## src/design/dlp_pkg.sv

```systemverilog
// Constants for the C-bit data link pin port
//
// Contract
// - Receive external select 1 drives the extracted link stream on the serial output.
// - In C-bit parity mode the serial output carries the three subframe-5 C-bits.
// - Receive serial output changes only on falling edges of the receive bit clock.
// - Receive external select 0 turns the shared pin into the message-end flag.
// - Message-end flag asserts on last byte read or receive buffer overflow.
// - Message-end flag pin updates only on falling receive overhead clock edges.
// - Reading the interrupt enable/status register is the only way to clear message-end.
// - Transmit external select 1 takes subframe-5 C-bits from the serial input.
// - Without C-bit parity mode the transmit serial input is ignored.
// - External controller keeps transmit serial input valid at the bit clock rise.
// - Transmit external select 0 makes the shared pin the underrun flag.
// - Writing the transmit interrupt status register clears the underrun flag.
// - Underrun and transmit interrupt are open-drain with selectable polarity.
// - After reset serial pin is input, clock pin is interrupt, until select written.
// - Transmit bit clock is about 28.2 kHz and low at least 1.9 us.
// - Transmit bit clock changes on falling overhead edges, three cycles per M-frame.
// - In internal mode the transmit interrupt asserts after the last queued byte.
// - After transmit interrupt, config write ends message, data write continues it.
// - Message-end input sets the end flag, same as software setting it.
// - Message-end input is ignored when no transmission is pending.
// - Receive bit clock like transmit: 28.2 kHz, low 1.9 us, three per M-frame.
// - In internal mode receive clock pin is the interrupt, cleared by status read.
package dlp_pkg;
	localparam int ADDR_W = 3;
	localparam int DATA_W = 8;
	// Register offsets
	localparam logic [ADDR_W-1:0] REG_CFG = 3'h0;
	localparam logic [ADDR_W-1:0] REG_IRQ_STAT = 3'h1;
	localparam logic [ADDR_W-1:0] REG_TX_CFG = 3'h2;
	localparam logic [ADDR_W-1:0] REG_TX_STAT = 3'h3;
	localparam logic [ADDR_W-1:0] REG_TX_DATA = 3'h4;
	// Configuration register fields
	localparam int CFG_W = 7;
	localparam int CFG_RX_EXT = 0;
	localparam int CFG_TX_EXT = 1;
	localparam int CFG_CBIT = 2;
	localparam int CFG_RX_MEND_POL = 3;
	localparam int CFG_RX_IRQ_POL = 4;
	localparam int CFG_TX_UDR_POL = 5;
	localparam int CFG_TX_IRQ_POL = 6;
	localparam logic [CFG_W-1:0] CFG_RESET = 7'h00;
	// Status fields
	localparam int ST_RX_MEND = 0;
	localparam int ST_RX_IRQ = 1;
	localparam int ST_TX_UDR = 0;
	localparam int ST_TX_IRQ = 1;
	localparam int TXC_MEND = 0;
	// Bit clock timing
	localparam int CLK_NS = 50;
	localparam int BIT_CLK_HZ = 28200;
	localparam int MIN_LOW_NS = 1900;
	localparam int MIN_LOW_CYC_I = (MIN_LOW_NS + CLK_NS - 1) / CLK_NS;
	localparam logic [5:0] MIN_LOW_CYC = 6'(MIN_LOW_CYC_I);
	localparam logic [1:0] LOW_OH_EDGES = 2'h2;
	localparam int MEND_WINDOW_US = 210;
endpackage : dlp_pkg

```

## src/design/dlp_port.sv

```systemverilog
// C-bit data link pin port: external serial mode or internal HDLC flag mode
`timescale 1ns/1ps
`default_nettype none
module dlp_port
(
	input wire logic ref_clk,
	input wire logic resetn,
	input wire logic ce,
	// Register port
	input wire logic [dlp_pkg::ADDR_W-1:0] reg_addr,
	input wire logic [dlp_pkg::DATA_W-1:0] reg_wdata,
	input wire logic reg_wr,
	input wire logic reg_rd,
	output logic [dlp_pkg::DATA_W-1:0] reg_rdata,
	// Framer side (overhead domain)
	input wire logic rx_overhead_clock,
	input wire logic rx_oh_data,
	input wire logic rx_dl_slot,
	input wire logic tx_overhead_clock,
	input wire logic tx_dl_slot,
	output logic tx_dl_bit,
	output logic tx_dl_bit_valid,
	// Internal HDLC side (same clock)
	input wire logic rx_last_byte_read,
	input wire logic rx_overflow,
	input wire logic rx_status_event,
	input wire logic tx_underrun_event,
	input wire logic tx_last_byte_written,
	input wire logic tx_pending,
	input wire logic tx_mend_taken,
	output logic message_end_flag,
	output logic tx_data_wr,
	output logic [dlp_pkg::DATA_W-1:0] tx_data,
	// Pins
	output logic rx_link_serial_out,
	output logic rx_link_serial_out_oe,
	output logic rx_link_bit_clock,
	output logic rx_link_bit_clock_oe,
	input wire logic tx_link_serial_in,
	output logic tx_link_underrun,
	output logic tx_link_underrun_oe,
	output logic tx_link_bit_clock,
	output logic tx_link_bit_clock_oe,
	input wire logic tx_link_msg_end_in
);
	import dlp_pkg::*;

	////////////////////////////////////////////////////////////////////////////
	typedef struct packed {
		logic rx_oh_s1;
		logic rx_oh_s2;
		logic rx_oh_d;
		logic rx_dat_s1;
		logic rx_dat_s2;
		logic rx_slot_s1;
		logic rx_slot_s2;
		logic tx_oh_s1;
		logic tx_oh_s2;
		logic tx_oh_d;
		logic tx_slot_s1;
		logic tx_slot_s2;
		logic tx_sin_s1;
		logic tx_sin_s2;
		logic mendi_s1;
		logic mendi_s2;
		logic mendi_d;
		logic [CFG_W-1:0] cfg;
		logic cfg_written;
		logic rx_bit_pend;
		logic rx_bit;
		logic rx_ser;
		logic rx_bclk_low;
		logic [5:0] rx_low_cnt;
		logic [1:0] rx_oh_cnt;
		logic tx_bclk_low;
		logic [5:0] tx_low_cnt;
		logic [1:0] tx_oh_cnt;
		logic rx_mend_sticky;
		logic rx_mend_pin;
		logic rx_irq_sticky;
		logic rx_irq_pin;
		logic tx_udr;
		logic tx_irq;
		logic tx_mend;
		logic [DATA_W-1:0] rdata;
		logic tx_dl_bit;
		logic tx_dl_valid;
		logic tx_data_wr;
		logic [DATA_W-1:0] tx_data;
		logic rx_ser_o;
		logic rx_ser_oe;
		logic rx_clk_o;
		logic rx_clk_oe;
		logic tx_udr_oe;
		logic tx_clk_o;
		logic tx_clk_oe;
	} dlp_state_t;

	dlp_state_t st;
	dlp_state_t next_st;

	logic rxf;
	logic rxr;
	logic txf;
	logic mendi_rise;
	logic rd_irq;
	logic wr_cfg;
	logic wr_tx_cfg;
	logic wr_tx_stat;
	logic wr_tx_data;
	logic rx_mend_set;
	logic rx_irq_set;
	logic tx_udr_set;
	logic tx_irq_set;

	// Edges found on the synchronised overhead clocks
	assign rxf = st.rx_oh_d & ~st.rx_oh_s2;
	assign rxr = ~st.rx_oh_d & st.rx_oh_s2;
	assign txf = st.tx_oh_d & ~st.tx_oh_s2;
	assign mendi_rise = ~st.mendi_d & st.mendi_s2;
	assign rd_irq = reg_rd & (reg_addr == REG_IRQ_STAT);
	assign wr_cfg = reg_wr & (reg_addr == REG_CFG);
	assign wr_tx_cfg = reg_wr & (reg_addr == REG_TX_CFG);
	assign wr_tx_stat = reg_wr & (reg_addr == REG_TX_STAT);
	assign wr_tx_data = reg_wr & (reg_addr == REG_TX_DATA);
	assign rx_mend_set = rx_last_byte_read | rx_overflow;
	assign rx_irq_set = rx_status_event;
	assign tx_udr_set = tx_underrun_event;
	assign tx_irq_set = tx_last_byte_written & ~st.cfg[CFG_TX_EXT];

	////////////////////////////////////////////////////////////////////////////
	always_comb
	begin
		next_st = st;
		next_st.rx_oh_s1 = rx_overhead_clock;
		next_st.rx_oh_s2 = st.rx_oh_s1;
		next_st.rx_oh_d = st.rx_oh_s2;
		next_st.rx_dat_s1 = rx_oh_data;
		next_st.rx_dat_s2 = st.rx_dat_s1;
		next_st.rx_slot_s1 = rx_dl_slot;
		next_st.rx_slot_s2 = st.rx_slot_s1;
		next_st.tx_oh_s1 = tx_overhead_clock;
		next_st.tx_oh_s2 = st.tx_oh_s1;
		next_st.tx_oh_d = st.tx_oh_s2;
		next_st.tx_slot_s1 = tx_dl_slot;
		next_st.tx_slot_s2 = st.tx_slot_s1;
		next_st.tx_sin_s1 = tx_link_serial_in;
		next_st.tx_sin_s2 = st.tx_sin_s1;
		next_st.mendi_s1 = tx_link_msg_end_in;
		next_st.mendi_s2 = st.mendi_s1;
		next_st.mendi_d = st.mendi_s2;
		next_st.tx_dl_valid = 1'b0;
		next_st.tx_data_wr = 1'b0;

		// select bits written by software only
		if (wr_cfg)
		begin
			next_st.cfg = reg_wdata[CFG_W-1:0];
			next_st.cfg_written = 1'b1;
		end

		// capture data-link C-bits while the overhead bit is stable
		if (rxr && st.rx_slot_s2 && st.cfg[CFG_CBIT])
		begin
			next_st.rx_bit_pend = 1'b1;
			next_st.rx_bit = st.rx_dat_s2;
		end
		if (st.rx_bclk_low && st.rx_low_cnt != 6'h3F)
			next_st.rx_low_cnt = st.rx_low_cnt + 6'h01;
		// receive bit clock runs on falling overhead edges
		if (rxf)
		begin
			if (st.rx_bit_pend)
			begin
				next_st.rx_bclk_low = 1'b1;
				next_st.rx_ser = st.rx_bit;
				next_st.rx_bit_pend = 1'b0;
				next_st.rx_low_cnt = 6'h00;
				next_st.rx_oh_cnt = 2'h0;
			end
			else if (st.rx_bclk_low)
			begin
				next_st.rx_oh_cnt = st.rx_oh_cnt + 2'h1;
				if (st.rx_oh_cnt >= LOW_OH_EDGES - 2'h1 && st.rx_low_cnt >= MIN_LOW_CYC)
					next_st.rx_bclk_low = 1'b0;
			end
		end

		if (st.tx_bclk_low && st.tx_low_cnt != 6'h3F)
			next_st.tx_low_cnt = st.tx_low_cnt + 6'h01;
		// transmit bit clock changes on falling overhead edges only
		if (txf)
		begin
			if (st.tx_slot_s2)
			begin
				next_st.tx_bclk_low = 1'b1;
				next_st.tx_low_cnt = 6'h00;
				next_st.tx_oh_cnt = 2'h0;
			end
			else if (st.tx_bclk_low)
			begin
				next_st.tx_oh_cnt = st.tx_oh_cnt + 2'h1;
				// low time held for the minimum
				if (st.tx_oh_cnt >= LOW_OH_EDGES - 2'h1 && st.tx_low_cnt >= MIN_LOW_CYC)
				begin
					next_st.tx_bclk_low = 1'b0;
					// sample at the rising bit clock edge
					if (st.cfg[CFG_TX_EXT] && st.cfg[CFG_CBIT])
					begin
						next_st.tx_dl_bit = st.tx_sin_s2;
						next_st.tx_dl_valid = 1'b1;
					end
				end
			end
		end

		// status read clears, a new event wins
		if (rd_irq)
		begin
			next_st.rx_mend_sticky = 1'b0;
			next_st.rx_irq_sticky = 1'b0;
		end
		if (rx_mend_set)
			next_st.rx_mend_sticky = 1'b1;
		if (rx_irq_set)
			next_st.rx_irq_sticky = 1'b1;
		// flag pins follow the sticky bits on falling overhead edges
		if (rxf)
		begin
			next_st.rx_mend_pin = next_st.rx_mend_sticky;
			next_st.rx_irq_pin = next_st.rx_irq_sticky;
		end

		if (wr_tx_stat)
			next_st.tx_udr = 1'b0;
		if (tx_udr_set)
			next_st.tx_udr = 1'b1;
		if (wr_tx_cfg || wr_tx_data)
			next_st.tx_irq = 1'b0;
		if (tx_irq_set)
			next_st.tx_irq = 1'b1;
		if (wr_tx_data)
		begin
			next_st.tx_data_wr = 1'b1;
			next_st.tx_data = reg_wdata;
		end
		if (tx_mend_taken)
			next_st.tx_mend = 1'b0;
		if (wr_tx_cfg)
			next_st.tx_mend = reg_wdata[TXC_MEND];
		// pin sets the end flag only while data is pending
		if (mendi_rise && tx_pending)
			next_st.tx_mend = 1'b1;

		// Read data, one cycle after the strobe
		next_st.rdata = '0;
		if (reg_rd)
		begin
			case (reg_addr)
				REG_CFG: next_st.rdata = DATA_W'(st.cfg);
				REG_IRQ_STAT:
				begin
					next_st.rdata[ST_RX_MEND] = st.rx_mend_sticky;
					next_st.rdata[ST_RX_IRQ] = st.rx_irq_sticky;
				end
				REG_TX_CFG: next_st.rdata[TXC_MEND] = st.tx_mend;
				REG_TX_STAT:
				begin
					next_st.rdata[ST_TX_UDR] = st.tx_udr;
					next_st.rdata[ST_TX_IRQ] = st.tx_irq;
				end
				default: next_st.rdata = '0;
			endcase
		end

		// Pin functions; active-low flags pull low when set, active-high flags pull low while clear
		// receive serial / message-end pin
		next_st.rx_ser_o = 1'b0;
		next_st.rx_clk_o = 1'b0;
		next_st.tx_clk_o = 1'b0;
		if (next_st.cfg[CFG_RX_EXT])
		begin
			next_st.rx_ser_o = next_st.rx_ser;
			next_st.rx_ser_oe = 1'b1;
			next_st.rx_clk_o = ~next_st.rx_bclk_low;
			next_st.rx_clk_oe = 1'b1;
		end
		else
		begin
			next_st.rx_ser_oe = next_st.rx_mend_pin ^ next_st.cfg[CFG_RX_MEND_POL];
			next_st.rx_clk_oe = next_st.rx_irq_pin ^ next_st.cfg[CFG_RX_IRQ_POL];
		end
		// transmit serial pin is input until selected otherwise
		if (!next_st.cfg_written || next_st.cfg[CFG_TX_EXT])
			next_st.tx_udr_oe = 1'b0;
		else
			next_st.tx_udr_oe = next_st.tx_udr ^ next_st.cfg[CFG_TX_UDR_POL];
		if (next_st.cfg_written && next_st.cfg[CFG_TX_EXT])
		begin
			next_st.tx_clk_o = ~next_st.tx_bclk_low;
			next_st.tx_clk_oe = 1'b1;
		end
		else
			next_st.tx_clk_oe = next_st.tx_irq ^ next_st.cfg[CFG_TX_IRQ_POL];
	end

	always_ff @(posedge ref_clk)
	begin
		if (!resetn)
			st <= '0;
		else if (ce)
			st <= next_st;
	end

	assign reg_rdata = st.rdata;
	assign tx_dl_bit = st.tx_dl_bit;
	assign tx_dl_bit_valid = st.tx_dl_valid;
	assign message_end_flag = st.tx_mend;
	assign tx_data_wr = st.tx_data_wr;
	assign tx_data = st.tx_data;
	assign rx_link_serial_out = st.rx_ser_o;
	assign rx_link_serial_out_oe = st.rx_ser_oe;
	assign rx_link_bit_clock = st.rx_clk_o;
	assign rx_link_bit_clock_oe = st.rx_clk_oe;
	assign tx_link_underrun = 1'b0 & st.tx_udr_oe;
	assign tx_link_underrun_oe = st.tx_udr_oe;
	assign tx_link_bit_clock = st.tx_clk_o;
	assign tx_link_bit_clock_oe = st.tx_clk_oe;
endmodule // dlp_port
`default_nettype wire

```

## config.mk

```make
export PLATFORM = sky130hd
export DESIGN_NAME = dlp_port
export DESIGN_NICKNAME = d
export VERILOG_FILES = /design/src/design/dlp_pkg.sv /design/src/design/dlp_port.sv
export SDC_FILE = /design/constraint.sdc
export NUM_CORES = 1
export LEC_CHECK = 0
export BUFFER_PORTS_ARGS = -buffer_cell sky130_fd_sc_hd__buf_4
export CORE_ASPECT_RATIO = 0.8
export CORE_UTILIZATION = 45
export DETAILED_ROUTE_END_ITERATION = 12
export GPL_TIMING_DRIVEN = 0
export PLACE_DENSITY = 0.69
export SYNTH_ARGS = -nofsm -noshare
export SYNTH_HDL_FRONTEND = slang
export SYNTH_SLANG_ARGS = --single-unit
```

## constraint.sdc

```tcl
create_clock -name ref_clk -period 1.6 [get_ports ref_clk]
set_input_delay 0.32 -clock ref_clk [delete_from_list [all_inputs] [get_ports ref_clk]]
set_output_delay 0.32 -clock ref_clk [all_outputs]
set_load 0.05 [all_outputs]
```

==> results.md <==
* Power Density at 914 nW/um^2
* Syn Std Cell Area at 3500 sq um
* Vias in the first global route at 2,593
* Vias at 2,871
* Initial antenna violation count at 0
* Port Buffers at slightly above 50
* Synthesized area per cell at about 9 sq um
* Setup Skew at 0.0145 ns
* Max-cap violations at 0
* PnR worst setup slack at 0.118 ns
* Area grow syn2layout at 22.2%
* Crit path required time at 1.85 ns
* R2R depth at 6
* Asr flop ratio synth at 0%
* Share of cells above drive strength 1 at 23.3%
* DPL Wire Length at 5650 um
* # IOs at 58
* Leak Pwr at 1.79 nW
* Root buffer cell: clkbuf_8
* Layout Nets at 494
* Post-Route Utilization at 57.2%
* DR WL met2 at 3390 um
* Initial DRC count at roughly 90
* Reg2reg end: st[49]
* Starting Density at 46.8%
* Post-synth EDFFs at 0
* Setup TNS at 0 ns
* DR WL met3 at roughly 440 um
* Uppermost routed layer: met4
* Total GRT Usage at 20.7%
* Placer Congestion at ~0.82
* Worst Hold Class: primary input to flop
* Maximum buffer depth of the clock tree at 2
* Rel. slew slack at ~57%
* Core Box Area at about 7500 sq um
* Tmin final at 1.48 ns
* # DRC at 0
* Final ANT Viol Nets at 0
* Crit Path Max Fanout at 7
* Top FF cell, synth: dfxtp_1
* Startpoint types: flop
* Fillers at 688
* FP Rows at 28
* Crit share post-route at 92.6%
* Warnings, synthesis at 0
* Slew @ Worst Pin at 0.638 ns
* DRT Pass-1 Iters at 5
* Clock-pin slew of the registers on the worst-case setup and hold paths at 0.09 ns
* Die Span X at approximately 100 um
* Post-synthesis cell count at 395
* Worst Hold End: tx_data[7]
* Post-placement setup slack at -0.325 ns
* Final setup fails at 0
* Slew Viols, Final at 0
* Peak Freq at 675 MHz
* RSZ-0062 raised after global routing: no
* Yosys reg bits at 78
* CP cell instances: ha_1 -> and3_1 -> a31oi_4 -> nand4_1 -> xor2_1 -> nor2_1
* Reg2reg setup slack at 0.12 ns
* Routed len/inst at 13.8 um
* Synth cell types at 44
* Cell family with most CP delay: simple AND/OR/NAND/NOR gates
* Inserted Diodes at 0
* CP max stage cell: dfxtp_2
* Largest net degree at the start of global routing at 16
* Register area share after synthesis at 44.7%
* WHS Path Cells at 3
* Critical path class: flop to flop
* CTS tree: yes
* Worst R2R Start: st[44]
* WL final at 7850 um
* Via density at approximately 5
* Fin. Hold Viols at 0
* Die span in y at 80.8 um
* Min-delay src: reg_wdata[7]
* Max incr delay on CP at 0.35 ns
* CTS H-tree lvls at 3
* Crit. End Element: flop
* Outcome: completed
* CTS buffer count at 9
* Clock latency on the worst-skew pair at 0.36 ns
* WP data arrival at 1.73 ns
* Grt total ovfl at 0
* # clock sinks at 78
* WP buf/inv at 0
* Global-route wire length before repair at 12,800 um
* M1 WL at 3950 um
* Worst vdd ir at 0.534 mV
* DIE AREA at 8130 sq um
## layout by cell type, fill, tap and decap left out, types with 3 or more instances in the layout
cell type,instances
xnor2_1,8
inv_1,8
clkinv_4,3
ha_1,6
a21oi_1,29
xor2_1,8
and3_1,3
nand3_1,14
nand2_1,38
buf_4,70
a211oi_1,5
dfxtp_1,77
clkbuf_1,11
o21ai_0,15
a22oi_1,6
buf_2,4
nor2b_1,7
clkbuf_8,9
mux2i_1,35
nand4_1,6
nor2_1,58
## what timing repair did
| action | CTS | global route |
|---|---|---|
| gates resized for setup | 5 | 4 |
| pin swaps | 0 | 2 |
| hold buffers | 0 | 0 |
| setup endpoints to repair | 13 | 16 |
| buffers inserted | 0 | 1 |
## metal layers
metal,vias to the layer above,global-route usage (%)
met2,88,31.7
met4,0,3.91
met5,-,0
met3,7,6.71
met1,1317,28.7
li1,1459,-
## registers in the layout, indices dropped and copies added (netlist names)
name and cells:
message_end_flag 1, next_st 10, reg_rdata 7, rx_link_bit_clock 1, rx_link_bit_clock_oe 1, rx_link_serial_out 1, rx_link_serial_out_oe 1, st 42
tx_data 8, tx_data_wr 1, tx_dl_bit 1, tx_dl_bit_valid 1, tx_link_bit_clock 1, tx_link_bit_clock_oe 1, tx_link_underrun_oe 1
## through the flow
stage	power, mW	cells	area [sq um]	hold slack (ns)
floorplan	2.28	396	3500	0.432
global placement	2.42	552	4010	0.443
detailed placement	2.43	552	4010	0.448
CTS	3.94	568	4250	0.179
global route	4.08	568	4270	0.176
finish	3.90	568	4270	0.193
## cell usage after synthesis (12+ instances only)
library cell	instances	area (sq um)
a21oi_1	29	145
buf_4	18	135
clkbuf_1	12	45.0
dfxtp_1	78	1560
mux2i_1	35	350
nand2_1	39	146
nand3_1	14	70.1
nor2_1	58	218
o21ai_0	15	75.1
## layout make-up
| cell class | instances | area, sq um | share of cell area [%] |
|---|---|---|---|
| Buffer | 35 | 213 | 4.98 |
| Clock buffer | 9 | 124 | 2.90 |
| Clock inverter | 7 | 81.3 | 1.90 |
| Inverter | 10 | 37.5 | 0.879 |
| Multi-Input combinational cell | 272 | 1730 | 40.5 |
| Sequential cell | 78 | 1560 | 36.6 |
| Tap cell | 105 | 131 | 3.08 |
| Timing Repair Buffer | 52 | 390 | 9.14 |
## worst min-delay path: cells and delay by family
family	cells	cell delay [ns]
buffers and inverters	1	0.08
AND/OR/NAND/NOR	1	0.07
multiplexers	1	0.05
## where the power goes
group          switching [mW]  total, mW  internal [mW]
clock                   0.782       1.52          0.739
combinational           0.223      0.371          0.148
sequential             0.0306       2.01           1.98
total                    1.04       3.90           2.87
## cell families after synthesis
| kind of cell | count (synthesis) | synth area share [%] |
|---|---|---|
| AOI/OAI and AO/OA | 64 | 10.7 |
| xor gates and xnor gates | 16 | 4.01 |
| adders and majority gates | 6 | 2.15 |
| buffers and inverters | 46 | 7.27 |
| DFF | 78 | 44.7 |
| muxes | 38 | 11.4 |
| other | 1 | 0.107 |
| and+or+nand+nor | 146 | 19.7 |
## how the worst max path moves through the flow
stage                            from                    to  slack (ns)  cells past startpoint
after global placement             ce          reg_rdata[5]       -0.30                      5
after detailed placement           ce          reg_rdata[3]       -0.32                      5
after CTS                      st[76]                st[49]        0.02                      6
after floorplan           reg_addr[0]  rx_link_bit_clock_oe        0.01                      6
final                          st[44]                st[49]        0.12                      6
after global routing           st[45]                st[49]       0.005                      6
Power figures use the tool's default switching activity.
